===== config.mk =====
export PLATFORM = sky130hd
export DESIGN_NAME = fsqc_host
export DESIGN_NICKNAME = d
export VERILOG_FILES = /design/src/hdl/fsqc_pkg.sv /design/src/hdl/fsqc_host.sv /design/src/hdl/fsqc_bus_cycle.sv
export VERILOG_INCLUDE_DIRS = /design/src /design/src/hdl
export SDC_FILE = /design/constraint.sdc
export NUM_CORES = 1
export LEC_CHECK = 0
export BUFFER_PORTS_ARGS = -buffer_cell sky130_fd_sc_hd__buf_2
export CAP_MARGIN = 40
export CORE_MARGIN = 4
export CORE_UTILIZATION = 54
export DETAILED_ROUTE_END_ITERATION = 7
export PLACE_DENSITY = 0.8
export SLEW_MARGIN = 20
export SYNTH_ARGS = -nofsm -noshare
export SYNTH_HDL_FRONTEND = slang
export SYNTH_SLANG_ARGS = --single-unit

===== constraint.sdc =====
create_clock -name i_clk -period 5.55 [get_ports i_clk]
set_input_delay 1.11 -clock i_clk [delete_from_list [all_inputs] [get_ports i_clk]]
set_output_delay 1.11 -clock i_clk [all_outputs]
set_load 0.01 [all_outputs]

===== src/hdl/fsqc_defines.svh =====
// Purpose: Constants for the flash query/secured-region host controller.
// Assumes: 40 MHz clock; flash data bus 32 bits wide, word addressed.
// Notes: Timing figures in ns, cycle counts derived from them.
`ifndef FSQC_DEFINES_SVH
`define FSQC_DEFINES_SVH
`define FSQC_CLK_PERIOD_NS 25
`define FSQC_SETUP_NS 50
`define FSQC_PULSE_NS 50
`define FSQC_READ_NS 100
`define FSQC_SETUP_CYC ((`FSQC_SETUP_NS + `FSQC_CLK_PERIOD_NS - 1) / `FSQC_CLK_PERIOD_NS)
`define FSQC_PULSE_CYC ((`FSQC_PULSE_NS + `FSQC_CLK_PERIOD_NS - 1) / `FSQC_CLK_PERIOD_NS)
`define FSQC_READ_CYC ((`FSQC_READ_NS + `FSQC_CLK_PERIOD_NS - 1) / `FSQC_CLK_PERIOD_NS)
// Register word offsets (byte address)
`define FSQC_REG_CTRL 4'h0
`define FSQC_REG_ADDR 4'h4
`define FSQC_REG_DATA 4'h8
`define FSQC_REG_STAT 4'hC
// Control fields
`define FSQC_CTRL_GO 0
`define FSQC_CTRL_OP_LSB 1
`define FSQC_CTRL_OP_MSB 3
`define FSQC_CTRL_SUPPLY_OK 4
`define FSQC_CTRL_RESET 5'h00
// Status fields
`define FSQC_STAT_BUSY 0
`define FSQC_STAT_QRY_OK 1
`define FSQC_STAT_INHIBIT 2
`define FSQC_STAT_QUERY_MODE 3
// Operation codes
`define FSQC_OP_READ 3'h0
`define FSQC_OP_WRITE 3'h1
`define FSQC_OP_QUERY 3'h2
`define FSQC_OP_RESET 3'h3
`define FSQC_OP_SEC_ENTER 3'h4
`define FSQC_OP_SEC_EXIT 3'h5
`define FSQC_OP_PROGRAM 3'h6
// Flash command addresses and data
`define FSQC_QUERY_ADDR 24'h000055
`define FSQC_QUERY_CMD 32'h00000098
`define FSQC_RESET_CMD 32'h000000F0
`define FSQC_UNLOCK1_ADDR 24'h000555
`define FSQC_UNLOCK1_DATA 32'h000000AA
`define FSQC_UNLOCK2_ADDR 24'h0002AA
`define FSQC_UNLOCK2_DATA 32'h00000055
`define FSQC_SEC_ENTER_CMD 32'h00000088
`define FSQC_SEC_EXIT_CMD 32'h00000090
`define FSQC_SEC_EXIT2_CMD 32'h00000000
`define FSQC_PROG_CMD 32'h000000A0
`define FSQC_QRY_ADDR_Q 24'h000010
`define FSQC_QRY_SIG 24'h515259
`endif


===== src/hdl/fsqc_pkg.sv =====
// Purpose: Types shared by the flash host controller files.
// Assumes: Constants come from fsqc_defines.svh.
// Notes: Pin group travels as one packed struct.
package fsqc_pkg;
  typedef struct packed {
    logic ce_n;
    logic oe_n;
    logic we_n;
    logic [23:0] addr;
    logic [31:0] dq_out;
    logic dq_oe;
  } fsqc_pins_t;

  typedef struct packed {
    logic [23:0] addr;
    logic [31:0] data;
  } fsqc_cyc_t;

  typedef enum logic [4:0] {
    FSQC_IDLE = 5'h01,
    FSQC_SETUP = 5'h02,
    FSQC_PULSE = 5'h04,
    FSQC_HOLD = 5'h08,
    FSQC_DONE = 5'h10
  } fsqc_bus_state_t;
endpackage : fsqc_pkg


===== src/hdl/fsqc_host.sv =====
// Purpose: Wishbone-controlled host that drives a parallel flash's strobes.
// Assumes: Flash word addressed, 32-bit data; classic Wishbone slave, 32 bits.
// Notes: Sequences query, reset, secured-region enter/exit and program.
//
// The register addresses and the Wishbone interface to the registers were chosen for this implementation.
`include "fsqc_defines.svh"
`timescale 1ns/1ps
`default_nettype none
module fsqc_host
(
  input wire logic i_clk,
  input wire logic i_arst_n,
  input wire logic i_wb_cyc,
  input wire logic i_wb_stb,
  input wire logic i_wb_we,
  input wire logic [3:0] i_wb_adr,
  input wire logic [3:0] i_wb_sel,
  input wire logic [31:0] i_wb_dat,
  output logic [31:0] o_wb_dat,
  output logic o_wb_ack,
  input wire logic [31:0] i_flash_dq,
  output logic [31:0] o_flash_dq,
  output logic o_flash_dq_oe,
  output logic [23:0] o_flash_addr,
  output logic o_flash_ce_n,
  output logic o_flash_oe_n,
  output logic o_flash_we_n
);
  typedef enum logic [3:0] {
    FSQC_S_IDLE = 4'h1,
    FSQC_S_ISSUE = 4'h2,
    FSQC_S_WAIT = 4'h4,
    FSQC_S_BOOT = 4'h8
  } fsqc_seq_state_t;

  localparam logic [23:0] QRY_SIG = `FSQC_QRY_SIG;

  // Check a query read: byte in both low lanes, upper half zero
  function automatic logic qry_byte_ok(input logic [31:0] d, input logic [7:0] b);
    qry_byte_ok = (d == {16'h0000, b, b});
  endfunction : qry_byte_ok

  fsqc_seq_state_t seq_reg, seq_next;
  logic [4:0] ctrl_reg, ctrl_next;
  logic [23:0] addr_reg, addr_next;
  logic [31:0] data_reg, data_next;
  logic [1:0] step_reg, step_next;
  logic [1:0] last_next;
  logic query_reg, query_next;
  logic qry_ok_reg, qry_ok_next;
  logic inhibit_reg, inhibit_next;
  logic ack_reg, ack_next;
  logic [31:0] wb_dat_reg, wb_dat_next;
  logic start;
  logic write;
  fsqc_pkg::fsqc_cyc_t cyc;
  fsqc_pkg::fsqc_pins_t pins;
  logic [31:0] rdata;
  logic done;
  logic wb_req;
  logic [2:0] op;

  assign wb_req = i_wb_cyc && i_wb_stb && !ack_reg;
  assign op = ctrl_reg[`FSQC_CTRL_OP_MSB:`FSQC_CTRL_OP_LSB];

  // Cycle table of the chosen sequence, step by step
  always_comb
  begin
    cyc = '{addr: addr_reg, data: data_reg};
    write = 1'b1;
    last_next = 2'h0;
    unique case (op)
      `FSQC_OP_READ:
        write = 1'b0;
      `FSQC_OP_WRITE:
        last_next = 2'h0;
      `FSQC_OP_QUERY:
        cyc = '{addr: `FSQC_QUERY_ADDR, data: `FSQC_QUERY_CMD};
      `FSQC_OP_RESET:
        cyc = '{addr: addr_reg, data: `FSQC_RESET_CMD};
      `FSQC_OP_SEC_ENTER, `FSQC_OP_SEC_EXIT, `FSQC_OP_PROGRAM:
      begin
        last_next = (op == `FSQC_OP_SEC_EXIT) ? 2'h3 : 2'h2;
        if (step_reg == 2'h0)
          cyc = '{addr: `FSQC_UNLOCK1_ADDR, data: `FSQC_UNLOCK1_DATA};
        else if (step_reg == 2'h1)
          cyc = '{addr: `FSQC_UNLOCK2_ADDR, data: `FSQC_UNLOCK2_DATA};
        else if (step_reg == 2'h2)
          cyc = '{addr: `FSQC_UNLOCK1_ADDR,
                  data: (op == `FSQC_OP_SEC_ENTER) ? `FSQC_SEC_ENTER_CMD :
                        (op == `FSQC_OP_SEC_EXIT) ? `FSQC_SEC_EXIT_CMD :
                        `FSQC_PROG_CMD};
        else if (op == `FSQC_OP_SEC_EXIT)
          cyc = '{addr: addr_reg, data: `FSQC_SEC_EXIT2_CMD};
        else
          cyc = '{addr: addr_reg, data: data_reg};
        if (op == `FSQC_OP_PROGRAM)
          last_next = 2'h3;
      end
      default:
        write = 1'b0;
    endcase
  end

  always_comb
  begin
    seq_next = seq_reg;
    ctrl_next = ctrl_reg;
    addr_next = addr_reg;
    data_next = data_reg;
    step_next = step_reg;
    query_next = query_reg;
    qry_ok_next = qry_ok_reg;
    inhibit_next = !ctrl_reg[`FSQC_CTRL_SUPPLY_OK];
    ack_next = 1'b0;
    wb_dat_next = wb_dat_reg;
    start = 1'b0;
    if (wb_req)
    begin
      ack_next = 1'b1;
      unique case (i_wb_adr)
        `FSQC_REG_CTRL: wb_dat_next = {27'h0000000, ctrl_reg};
        `FSQC_REG_ADDR: wb_dat_next = {8'h00, addr_reg};
        `FSQC_REG_DATA: wb_dat_next = data_reg;
        `FSQC_REG_STAT: wb_dat_next = {28'h0000000, query_reg, inhibit_reg, qry_ok_reg,
                                      seq_reg != FSQC_S_IDLE};
        default: wb_dat_next = 32'h00000000;
      endcase
      if (i_wb_we && seq_reg == FSQC_S_IDLE)
      begin
        if (i_wb_adr == `FSQC_REG_CTRL && i_wb_sel[0])
          ctrl_next = i_wb_dat[4:0];
        if (i_wb_adr == `FSQC_REG_ADDR)
          addr_next = i_wb_dat[23:0];
        if (i_wb_adr == `FSQC_REG_DATA)
          data_next = i_wb_dat;
      end
    end
    unique case (seq_reg)
      FSQC_S_BOOT:
        seq_next = FSQC_S_IDLE;
      FSQC_S_IDLE:
      begin
        step_next = 2'h0;
        // No write is issued while the supply is reported low
        if (ctrl_reg[`FSQC_CTRL_GO] && (!write || ctrl_reg[`FSQC_CTRL_SUPPLY_OK]))
          seq_next = FSQC_S_ISSUE;
        else if (ctrl_reg[`FSQC_CTRL_GO])
          // Only a refused order is dropped, so a fresh software write of GO survives
          ctrl_next[`FSQC_CTRL_GO] = 1'b0;
      end
      FSQC_S_ISSUE:
      begin
        start = 1'b1;
        seq_next = FSQC_S_WAIT;
      end
      FSQC_S_WAIT:
        if (done)
        begin
          if (step_reg == last_next)
          begin
            ctrl_next[`FSQC_CTRL_GO] = 1'b0;
            seq_next = FSQC_S_IDLE;
            if (op == `FSQC_OP_QUERY)
              query_next = 1'b1;
            if (op == `FSQC_OP_RESET)
              query_next = 1'b0;
            if (!write)
            begin
              data_next = rdata;
              if (query_reg && addr_reg == `FSQC_QRY_ADDR_Q)
                qry_ok_next = qry_byte_ok(rdata, QRY_SIG[23:16]);
            end
          end
          else
          begin
            step_next = step_reg + 2'h1;
            seq_next = FSQC_S_ISSUE;
          end
        end
    endcase
  end

  always_ff @(posedge i_clk or negedge i_arst_n)
  begin
    if (!i_arst_n)
    begin
      seq_reg <= FSQC_S_BOOT;
      ctrl_reg <= `FSQC_CTRL_RESET;
      addr_reg <= 24'h000000;
      data_reg <= 32'h00000000;
      step_reg <= 2'h0;
      query_reg <= 1'b0;
      qry_ok_reg <= 1'b0;
      inhibit_reg <= 1'b1;
      ack_reg <= 1'b0;
      wb_dat_reg <= 32'h00000000;
    end
    else
    begin
      seq_reg <= seq_next;
      ctrl_reg <= ctrl_next;
      addr_reg <= addr_next;
      data_reg <= data_next;
      step_reg <= step_next;
      query_reg <= query_next;
      qry_ok_reg <= qry_ok_next;
      inhibit_reg <= inhibit_next;
      ack_reg <= ack_next;
      wb_dat_reg <= wb_dat_next;
    end
  end

  fsqc_bus_cycle u_cycle
  (
    .i_clk(i_clk),
    .i_arst_n(i_arst_n),
    .i_start(start),
    .i_write(write),
    .i_cyc(cyc),
    .i_dq_in(i_flash_dq),
    .o_pins(pins),
    .o_rdata(rdata),
    .o_done(done)
  );

  // Pins come straight from the cycle engine's flip-flops
  assign o_flash_dq = pins.dq_out;
  assign o_flash_dq_oe = pins.dq_oe;
  assign o_flash_addr = pins.addr;
  assign o_flash_ce_n = pins.ce_n;
  assign o_flash_oe_n = pins.oe_n;
  assign o_flash_we_n = pins.we_n;
  assign o_wb_ack = ack_reg;
  assign o_wb_dat = wb_dat_reg;

  power_up_idle_a: assert property (@(posedge i_clk) disable iff (!i_arst_n)
    seq_reg == FSQC_S_BOOT |-> o_flash_we_n && o_flash_ce_n)
    else $error("strobe active during boot");
  supply_lock_a: assert property (@(posedge i_clk) disable iff (!i_arst_n)
    $fell(o_flash_we_n) |-> ctrl_reg[`FSQC_CTRL_SUPPLY_OK])
    else $error("write issued with supply low");
  // Checked on the pins, not on the table that feeds them
  unlock_first_a: assert property (@(posedge i_clk) disable iff (!i_arst_n)
    $fell(o_flash_we_n) && (op == `FSQC_OP_PROGRAM) && step_reg == 2'h0
    |-> o_flash_addr == `FSQC_UNLOCK1_ADDR && o_flash_dq == `FSQC_UNLOCK1_DATA)
    else $error("program did not open with unlock");
  query_cmd_a: assert property (@(posedge i_clk) disable iff (!i_arst_n)
    $fell(o_flash_we_n) && op == `FSQC_OP_QUERY |-> o_flash_addr == `FSQC_QUERY_ADDR
    && o_flash_dq == `FSQC_QUERY_CMD)
    else $error("query command malformed");
  query_exit_a: assert property (@(posedge i_clk) disable iff (!i_arst_n)
    $fell(query_reg) |-> $past(op) == `FSQC_OP_RESET)
    else $error("query mode left without reset");
  ack_pulse_a: assert property (@(posedge i_clk) disable iff (!i_arst_n)
    o_wb_ack |=> !o_wb_ack)
    else $error("ack held two cycles");
  cover_query_c: cover property (@(posedge i_clk) disable iff (!i_arst_n) $rose(query_reg));
  cover_prog_c: cover property (@(posedge i_clk) disable iff (!i_arst_n)
    done && op == `FSQC_OP_PROGRAM && step_reg == 2'h3);
  cover_sig_c: cover property (@(posedge i_clk) disable iff (!i_arst_n) $rose(qry_ok_reg));
endmodule : fsqc_host
`default_nettype wire


===== src/hdl/fsqc_bus_cycle.sv =====
// Purpose: Runs one flash write or read strobe cycle on the pins.
// Assumes: Inputs synchronous to i_clk; flash is strobe driven with no clock.
// Notes: Strobes are always driven as full multi-cycle pulses, never glitches.
`include "fsqc_defines.svh"
`timescale 1ns/1ps
`default_nettype none
module fsqc_bus_cycle
(
  input wire logic i_clk,
  input wire logic i_arst_n,
  input wire logic i_start,
  input wire logic i_write,
  input wire fsqc_pkg::fsqc_cyc_t i_cyc,
  input wire logic [31:0] i_dq_in,
  output var fsqc_pkg::fsqc_pins_t o_pins,
  output logic [31:0] o_rdata,
  output logic o_done
);
  fsqc_pkg::fsqc_bus_state_t state_reg, state_next;
  fsqc_pkg::fsqc_pins_t pins_reg, pins_next;
  logic [31:0] rdata_reg, rdata_next;
  logic [3:0] cnt_reg, cnt_next;
  logic write_reg, write_next;

  always_comb
  begin
    state_next = state_reg;
    pins_next = pins_reg;
    rdata_next = rdata_reg;
    cnt_next = cnt_reg;
    write_next = write_reg;
    unique case (state_reg)
      fsqc_pkg::FSQC_IDLE:
      begin
        if (i_start)
        begin
          // Address and data settle with every strobe high
          pins_next.addr = i_cyc.addr;
          pins_next.dq_out = i_cyc.data;
          pins_next.dq_oe = i_write;
          write_next = i_write;
          cnt_next = 4'(`FSQC_SETUP_CYC);
          state_next = fsqc_pkg::FSQC_SETUP;
        end
      end
      fsqc_pkg::FSQC_SETUP:
      begin
        cnt_next = cnt_reg - 4'h1;
        if (cnt_reg == 4'h1)
        begin
          // Write: CE and WE low, OE held high; read: CE and OE low, WE high
          pins_next.ce_n = 1'b0;
          pins_next.we_n = !write_reg;
          pins_next.oe_n = write_reg;
          cnt_next = write_reg ? 4'(`FSQC_PULSE_CYC) : 4'(`FSQC_READ_CYC);
          state_next = fsqc_pkg::FSQC_PULSE;
        end
      end
      fsqc_pkg::FSQC_PULSE:
      begin
        cnt_next = cnt_reg - 4'h1;
        if (cnt_reg == 4'h1)
        begin
          if (!write_reg)
            rdata_next = i_dq_in;
          pins_next.ce_n = 1'b1;
          pins_next.we_n = 1'b1;
          pins_next.oe_n = 1'b1;
          cnt_next = 4'(`FSQC_SETUP_CYC);
          state_next = fsqc_pkg::FSQC_HOLD;
        end
      end
      fsqc_pkg::FSQC_HOLD:
      begin
        cnt_next = cnt_reg - 4'h1;
        if (cnt_reg == 4'h1)
        begin
          pins_next.dq_oe = 1'b0;
          state_next = fsqc_pkg::FSQC_DONE;
        end
      end
      fsqc_pkg::FSQC_DONE:
        state_next = fsqc_pkg::FSQC_IDLE;
    endcase
  end

  always_ff @(posedge i_clk or negedge i_arst_n)
  begin
    if (!i_arst_n)
    begin
      state_reg <= fsqc_pkg::FSQC_IDLE;
      pins_reg <= '{ce_n: 1'b1, oe_n: 1'b1, we_n: 1'b1, addr: 24'h000000,
                    dq_out: 32'h00000000, dq_oe: 1'b0};
      rdata_reg <= 32'h00000000;
      cnt_reg <= 4'h0;
      write_reg <= 1'b0;
    end
    else
    begin
      state_reg <= state_next;
      pins_reg <= pins_next;
      rdata_reg <= rdata_next;
      cnt_reg <= cnt_next;
      write_reg <= write_next;
    end
  end

  assign o_pins = pins_reg;
  assign o_rdata = rdata_reg;
  assign o_done = (state_reg == fsqc_pkg::FSQC_DONE);

  // Write strobe never low together with output enable low
  logical_inhibit_a: assert property (@(posedge i_clk) disable iff (!i_arst_n)
    !pins_reg.we_n |-> (!pins_reg.ce_n && pins_reg.oe_n))
    else $error("write strobe low while read enabled");
  // Write pulse lasts at least two cycles (50 ns)
  pulse_width_a: assert property (@(posedge i_clk) disable iff (!i_arst_n)
    $fell(pins_reg.we_n) |-> !pins_reg.we_n[*2])
    else $error("write pulse shorter than minimum");
  cover_write_c: cover property (@(posedge i_clk) disable iff (!i_arst_n)
    $rose(pins_reg.we_n));
  cover_read_c: cover property (@(posedge i_clk) disable iff (!i_arst_n)
    $rose(pins_reg.oe_n));
endmodule : fsqc_bus_cycle
`default_nettype wire


# Word level (Yosys, flattened, before mapping)

Cells that the tools add are included.
Widths: inputs -> output; s select.

Bits in registers: 205
Input bits: 77
Output and inout bits: 93
Word-level logic and storage cells: 143

$add $sub $neg: 2
Equality and inequality tests: 32
Mux-type cells: 54
Bitwise logic cells: 2
Reductions and logical operators: 32

Operators with widths:

| operator             | number |
|---|---|
| $mux 32              | 8 |
| $mux 56              | 3 |
| $pmux 56 s3          | 1 |
| $pmux 32 s4          | 1 |
| $eq 32x15->1 const B | 1 |
| $pmux 4 s4           | 2 |
| $pmux 5 s5           | 1 |
| $eq 24x5->1 const B  | 1 |
| $mux 4               | 5 |
| $mux 5               | 4 |
| $reduce_and 3->1     | 6 |
| $mux 1               | 16 |
| $eq 4x4->1 const B   | 3 |
| $mux 6               | 2 |
| $eq 3x3->1 const B   | 3 |
| $mux 3               | 3 |
| $eq 4x1->1 const B   | 2 |
| $eq 4x3->1 const B   | 2 |
| $mux 2               | 4 |
| $ne 2x1->1 const B   | 4 |
| $reduce_and 4->1     | 2 |
| $reduce_bool 2->1    | 4 |
| $eq 3x2->1 const B   | 2 |
| $logic_and 1x1->1    | 6 |
| 27 further kinds     | 36 |

# Logic depth before layout (Yosys ltp)

Depth after elaboration: 8
Depth in mapped cells: 9
Gate-level depth less buffers: 7

# By module

Synthesis repeated with hierarchy kept, for this count alone.

Cells, all modules: 857
Area, all modules: 9750.6 µm²

By module, submodules not included:

| module         | times used | cells an instance | area an instance (µm²) | seq. area each (µm²) |
|---|---|---|---|---|
| fsqc_host      | 1          | 576               | 5624.1                 | 2580.0 |
| fsqc_bus_cycle | 1          | 281               | 4126.5                 | 2557.5 |

# Worst setup path after synthesis

Ideal clock, no wire load.

Path type: input -> register
Start: input i_wb_adr[2]
End: register data_reg[10]
Setup time: 0.137 ns
Data arrival time: 2.584 ns
Required time: 5.413 ns
Slack: 2.829 ns
Stages: 7
Buffers on the path: 3
Cells stage by stage: clkbuf_1 -> nor4b_1 -> nor2b_1 -> clkbuf_1 -> buf_2 -> mux2i_1 -> a21oi_1

Cells in the longest elaborated chain, start to end: 8

RTL lines:

| what                   | line             | text |
|---|---|---|
| start: declaration     | fsqc_host.sv:16  | `input wire logic [3:0] i_wb_adr,` |
| $eq 4x4->1 *           | --               |  |
| $mux 32 *              | fsqc_host.sv:135 | `` if (i_wb_adr == `FSQC_REG_DATA) `` |
| $mux 32 *              | fsqc_host.sv:129 | `if (i_wb_we && seq_reg == FSQC_S_IDLE)` |
| $mux 32 *              | fsqc_host.sv:118 | `if (wb_req)` |
| $mux 32                | fsqc_host.sv:168 | `if (!write)` |
| $mux 32                | fsqc_host.sv:160 | `if (step_reg == last_next)` |
| $mux 32                | fsqc_host.sv:158 | `if (done)` |
| $mux 32 *              | fsqc_host.sv:139 | `unique case (seq_reg)` |
| via data_next[10]      | fsqc_host.sv:46  | `logic [31:0] data_reg, data_next;` |
| end signal: assignment | fsqc_host.sv:204 | `data_reg <= data_next;` |
| end: declaration       | fsqc_host.sv:46  |  |

The timed path passes the listed nets; every way through them passes the cells marked *.
A chain may end at the register's enable or synchronous reset.

# Worst setup path after layout

Start: input i_wb_adr[3]
End: register addr_reg[10]

Cells in the longest elaborated chain, start to end: 2

RTL lines:

| what                       | line             | text |
|---|---|---|
| $eq 4x3->1                 | --               |  |
| $reduce_and 3->1 (no line) | --               |  |
| end signal: assignment     | fsqc_host.sv:203 | `addr_reg <= addr_next;` |
| end: declaration           | fsqc_host.sv:45  | `logic [23:0] addr_reg, addr_next;` |

No other way between the ends.

==> metrics.txt <==
Clock Skew 9.20 ps; global-route wire length before repair 37600 µm; quantity of gates resized following cts 0; post-CTS repair timing setup buffer count 0; remaining design rule violation count 0; Routed wire per std cell 20.6 µm; critical path buffer and inverter count 2; routability cong. 0.885; area fraction of the dominant cell type after synthesis 0.556; worst min-delay path class input pin to asynchronous set/reset pin; required time of the worst setup path 5930 ps; number of distinct library cell variants in the gate-level netlist after synthesis 61; outcome completed; most area-hungry cell type in the Yosys netlist sky130_fd_sc_hd__dfrtp_1; number of maximum-capacitance violations 0; nets 1013; min cycle time layout 3100 ps; clock slew seen by the registers of the worst setup and hold paths 60 ps; Lkg Pwr 5.07 nW; number of setup violations in the final report 0; number of cell rows 46; number of vias per cell 5.99; standard cell core area 16100 µm²; setup TNS 0 ps; CTS Sinks 205; worst slew margin relative to its limit 0.418; cells along the critical path buf_2, nor3_1, and2_1, nor2b_2, buf_4, mux2_2; effective utilization at floorplan 0.557; port bufs 166; CTS Root Buffer Type sky130_fd_sc_hd__clkbuf_16; grt ovf 0; Arr. time, crit path 3470 ps; Highest Clock Rate 0.323 GHz; part of the power in combinational logic 0.121; CTS Hold Bufs 0; post-synthesis instance area 8950 µm²; pwr dens 348 nW/µm²; portion of the post-synthesis area used by sequential elements 0.574; overall fraction of global-route tracks in use 0.256; number of pins with negative max-slew slack in the final report 0; deepest level of the CTS H-tree 1; initial antenna violation count 4; fraction of final layout cells with drive strength greater than 1 0.321; Final Hold Vio Count 0; number of warning messages in the yosys log 0; TritonRoute pass-1 iters 6; final core utilization 0.672; CP Launch Type input pin; critical path class input pin to flip-flop; flip-flop count of the largest register, all copies and words added 60; area added between synthesis and finish 20.6%; die outline height 137 µm; number of buffers added by the clock tree synthesis step 22; number of synthesized register bits 205; proportion of power drawn by the clock network 0.414; number of enable flip-flop cells after synthesis 0; number of placed cells counting well taps 1121; biggest area contributors in the synthesized netlist sky130_fd_sc_hd__dfrtp_1 (56%), sky130_fd_sc_hd__mux2_2 (7.4%), sky130_fd_sc_hd__a22o_1 (4.9%); VDD IR max 0.256 mV; critical path peak fanout 20; insertion delay of the later-clocked pin in the worst-skew pair 500 ps; setup repair after global routing missed its margin no; net switching fraction of the power 0.256; Die Span X 137 µm; sequential cell fraction of total power 0.465; DRT iter0 DRCs 586; Worst setup EP type flip-flop; Final HPWL DP 16200 µm; Cell Count, Final, Fillers Out 1162; ys async rst share 1.00; clock tree buffer depth 3; register-to-register setup slack 2660 ps; final critical-path share of the clock period 0.558; flip-flop cell with the highest count after synthesis sky130_fd_sc_hd__dfrtp_1; Max stage delay on crit path 710 ps; Switch Pwr 0.000963 W; Hold WS 458 ps; transition time at the pin with the least slew margin 866 ps; vias 6958; aggregate routed wire length 23900 µm; average footprint of a synthesized cell 11.5 µm²; number of global-route vias before repair 6904; fill cell instance count of the final layout 1210; area of the die 18700 µm²; cell with the biggest individual delay on the critical path sky130_fd_sc_hd__and2_1; Synth Net Count 859; top cell family by delay on the critical path simple AND/OR/NAND/NOR gates; TritonCTS clock tree done; ports placed on the boundary 170; P_int 0.00280 W; maximum number of pins on one net before global-route repair 104; post-synthesis instance total 777; antenna violation net count after detailed routing 0
worst register-to-register path: stages (launching register included):
cell and delay (ps):
sky130_fd_sc_hd__dfrtp_1 410, sky130_fd_sc_hd__or4b_4 570, sky130_fd_sc_hd__nand4bb_1 310, sky130_fd_sc_hd__a211o_2 360, sky130_fd_sc_hd__buf_4 320, sky130_fd_sc_hd__or3_1 500, sky130_fd_sc_hd__mux2_4 300
final cells by class:
cell class	count	area (µm²)	share of cell area
sequential	205	5140	0.476
clock inverter	9	130	0.0121
antenna	1	2.50	0.000232
tap	216	270	0.0250
multi-input combinational	507	3580	0.331
clock buffer	29	648	0.0600
timing repair buffer	182	983	0.0911
inverter	13	48.8	0.00452
cells in the final DEF (no fill, tap or decap), drive strengths merged, types with 4 or more instances in the layout:
cell	Yosys	final
dfrtp	199	199
buf	13	180
nor2	89	89
mux2	60	60
a21oi	57	57
a22o	50	50
nand2	42	42
mux2i	37	37
o21ai	35	35
clkbuf	39	31
a221oi	20	20
inv	13	14
nor3	8	8
nor4	8	8
nand3	7	7
dfstp	6	6
nor4b	6	6
ha	5	5
nand3b	4	4
or2	4	4
nor3b	4	4
a21o	4	4
nand2b	4	4
nand4	4	4
mux4	4	4
a31oi	4	4
clkinv	0	4
per-stage QoR:
stage / worst slack [ps] / total power [W] / cell area, µm²
finish: 2450 / 0.00376 / 10800
global route: 2340 / 0.00392 / 10800
CTS: 2490 / 0.00378 / 10800
detailed placement: 1990 / 0.00222 / 9980
global placement: 2070 / 0.00219 / 9980
floorplan: 2830 / 0.00202 / 8950
cells in the mapped netlist, drive strengths merged, types with 2 or more instances:
library cell / n
o21ai: 35
nand3b: 4
xor2: 2
o31a: 2
a21oi: 57
nand2b: 4
or4b: 3
buf: 13
o21a: 2
nor3b: 4
nor3: 8
o21bai: 2
nand2: 42
o22ai: 2
ha: 5
a221oi: 20
a31oi: 4
dfstp: 6
mux4: 4
and2: 3
nand4: 4
nor2b: 3
inv: 13
dfrtp: 199
mux2i: 37
mux2: 60
nor4: 8
nor4bb: 3
o211ai: 2
nor2: 89
nand3: 7
or3: 2
clkbuf: 39
and3: 2
a22o: 50
or2: 4
a21o: 4
o31ai: 2
a211o: 3
and3b: 2
nor4b: 6
cell families (layout without fill, tap and decap cells):
kind of cell             after synthesis  in the layout  share of synthesized area
flip-flops                           205            205                      0.574
AND/OR/NAND/NOR                      201            201                      0.109
AO/OA/AOI/OAI                        196            196                      0.150
multiplexers                         101            101                      0.127
buffers and inverters                 65            233                     0.0288
adder cells (fa/ha/maj)                5              5                    0.00699
XOR/XNOR                               3              3                    0.00294
other                                  1              2                   0.000419
metal layers:
| layer | GRT usage | part of all wire |
|---|---|---|
| met5 | 0 | 0.0020 |
| met4 | 0.0728 | 0.021 |
| met3 | 0.0647 | 0.094 |
| met2 | 0.391 | 0.45 |
| met1 | 0.365 | 0.43 |
power by group through the flow:
stage	registers (W)	clock network, W	logic (W)
after floorplan	0.00174	0	0.000288
after global placement	0.00176	0	0.000429
after detailed placement	0.00177	0	0.000451
after CTS	0.00174	0.00158	0.000457
after global routing	0.00176	0.00164	0.000516
final	0.00175	0.00156	0.000456
path summary, 6_finish.rpt:
kind,startpoint,endpoint,depth (start not counted)
setup / recovery,i_wb_adr[3],addr_reg[10]$_DFFE_PN0P_,6
hold / removal,i_arst_n,u_cycle.state_reg[2]$_DFFE_PN0P_,1
setup reg to reg,seq_reg[1]$_DFFE_PN0P_,qry_ok_reg$_DFFE_PN0P_,6
hold reg to reg,u_cycle.o_pins[59]$_DFFE_PN1P_,u_cycle.o_pins[59]$_DFFE_PN1P_,2
max in group asynchronous,i_arst_n,u_cycle.o_rdata[24]$_DFFE_PN0P_,2
min in group i_clk,u_cycle.o_pins[59]$_DFFE_PN1P_,u_cycle.o_pins[59]$_DFFE_PN1P_,2
(Power assumes the default switching activity.)
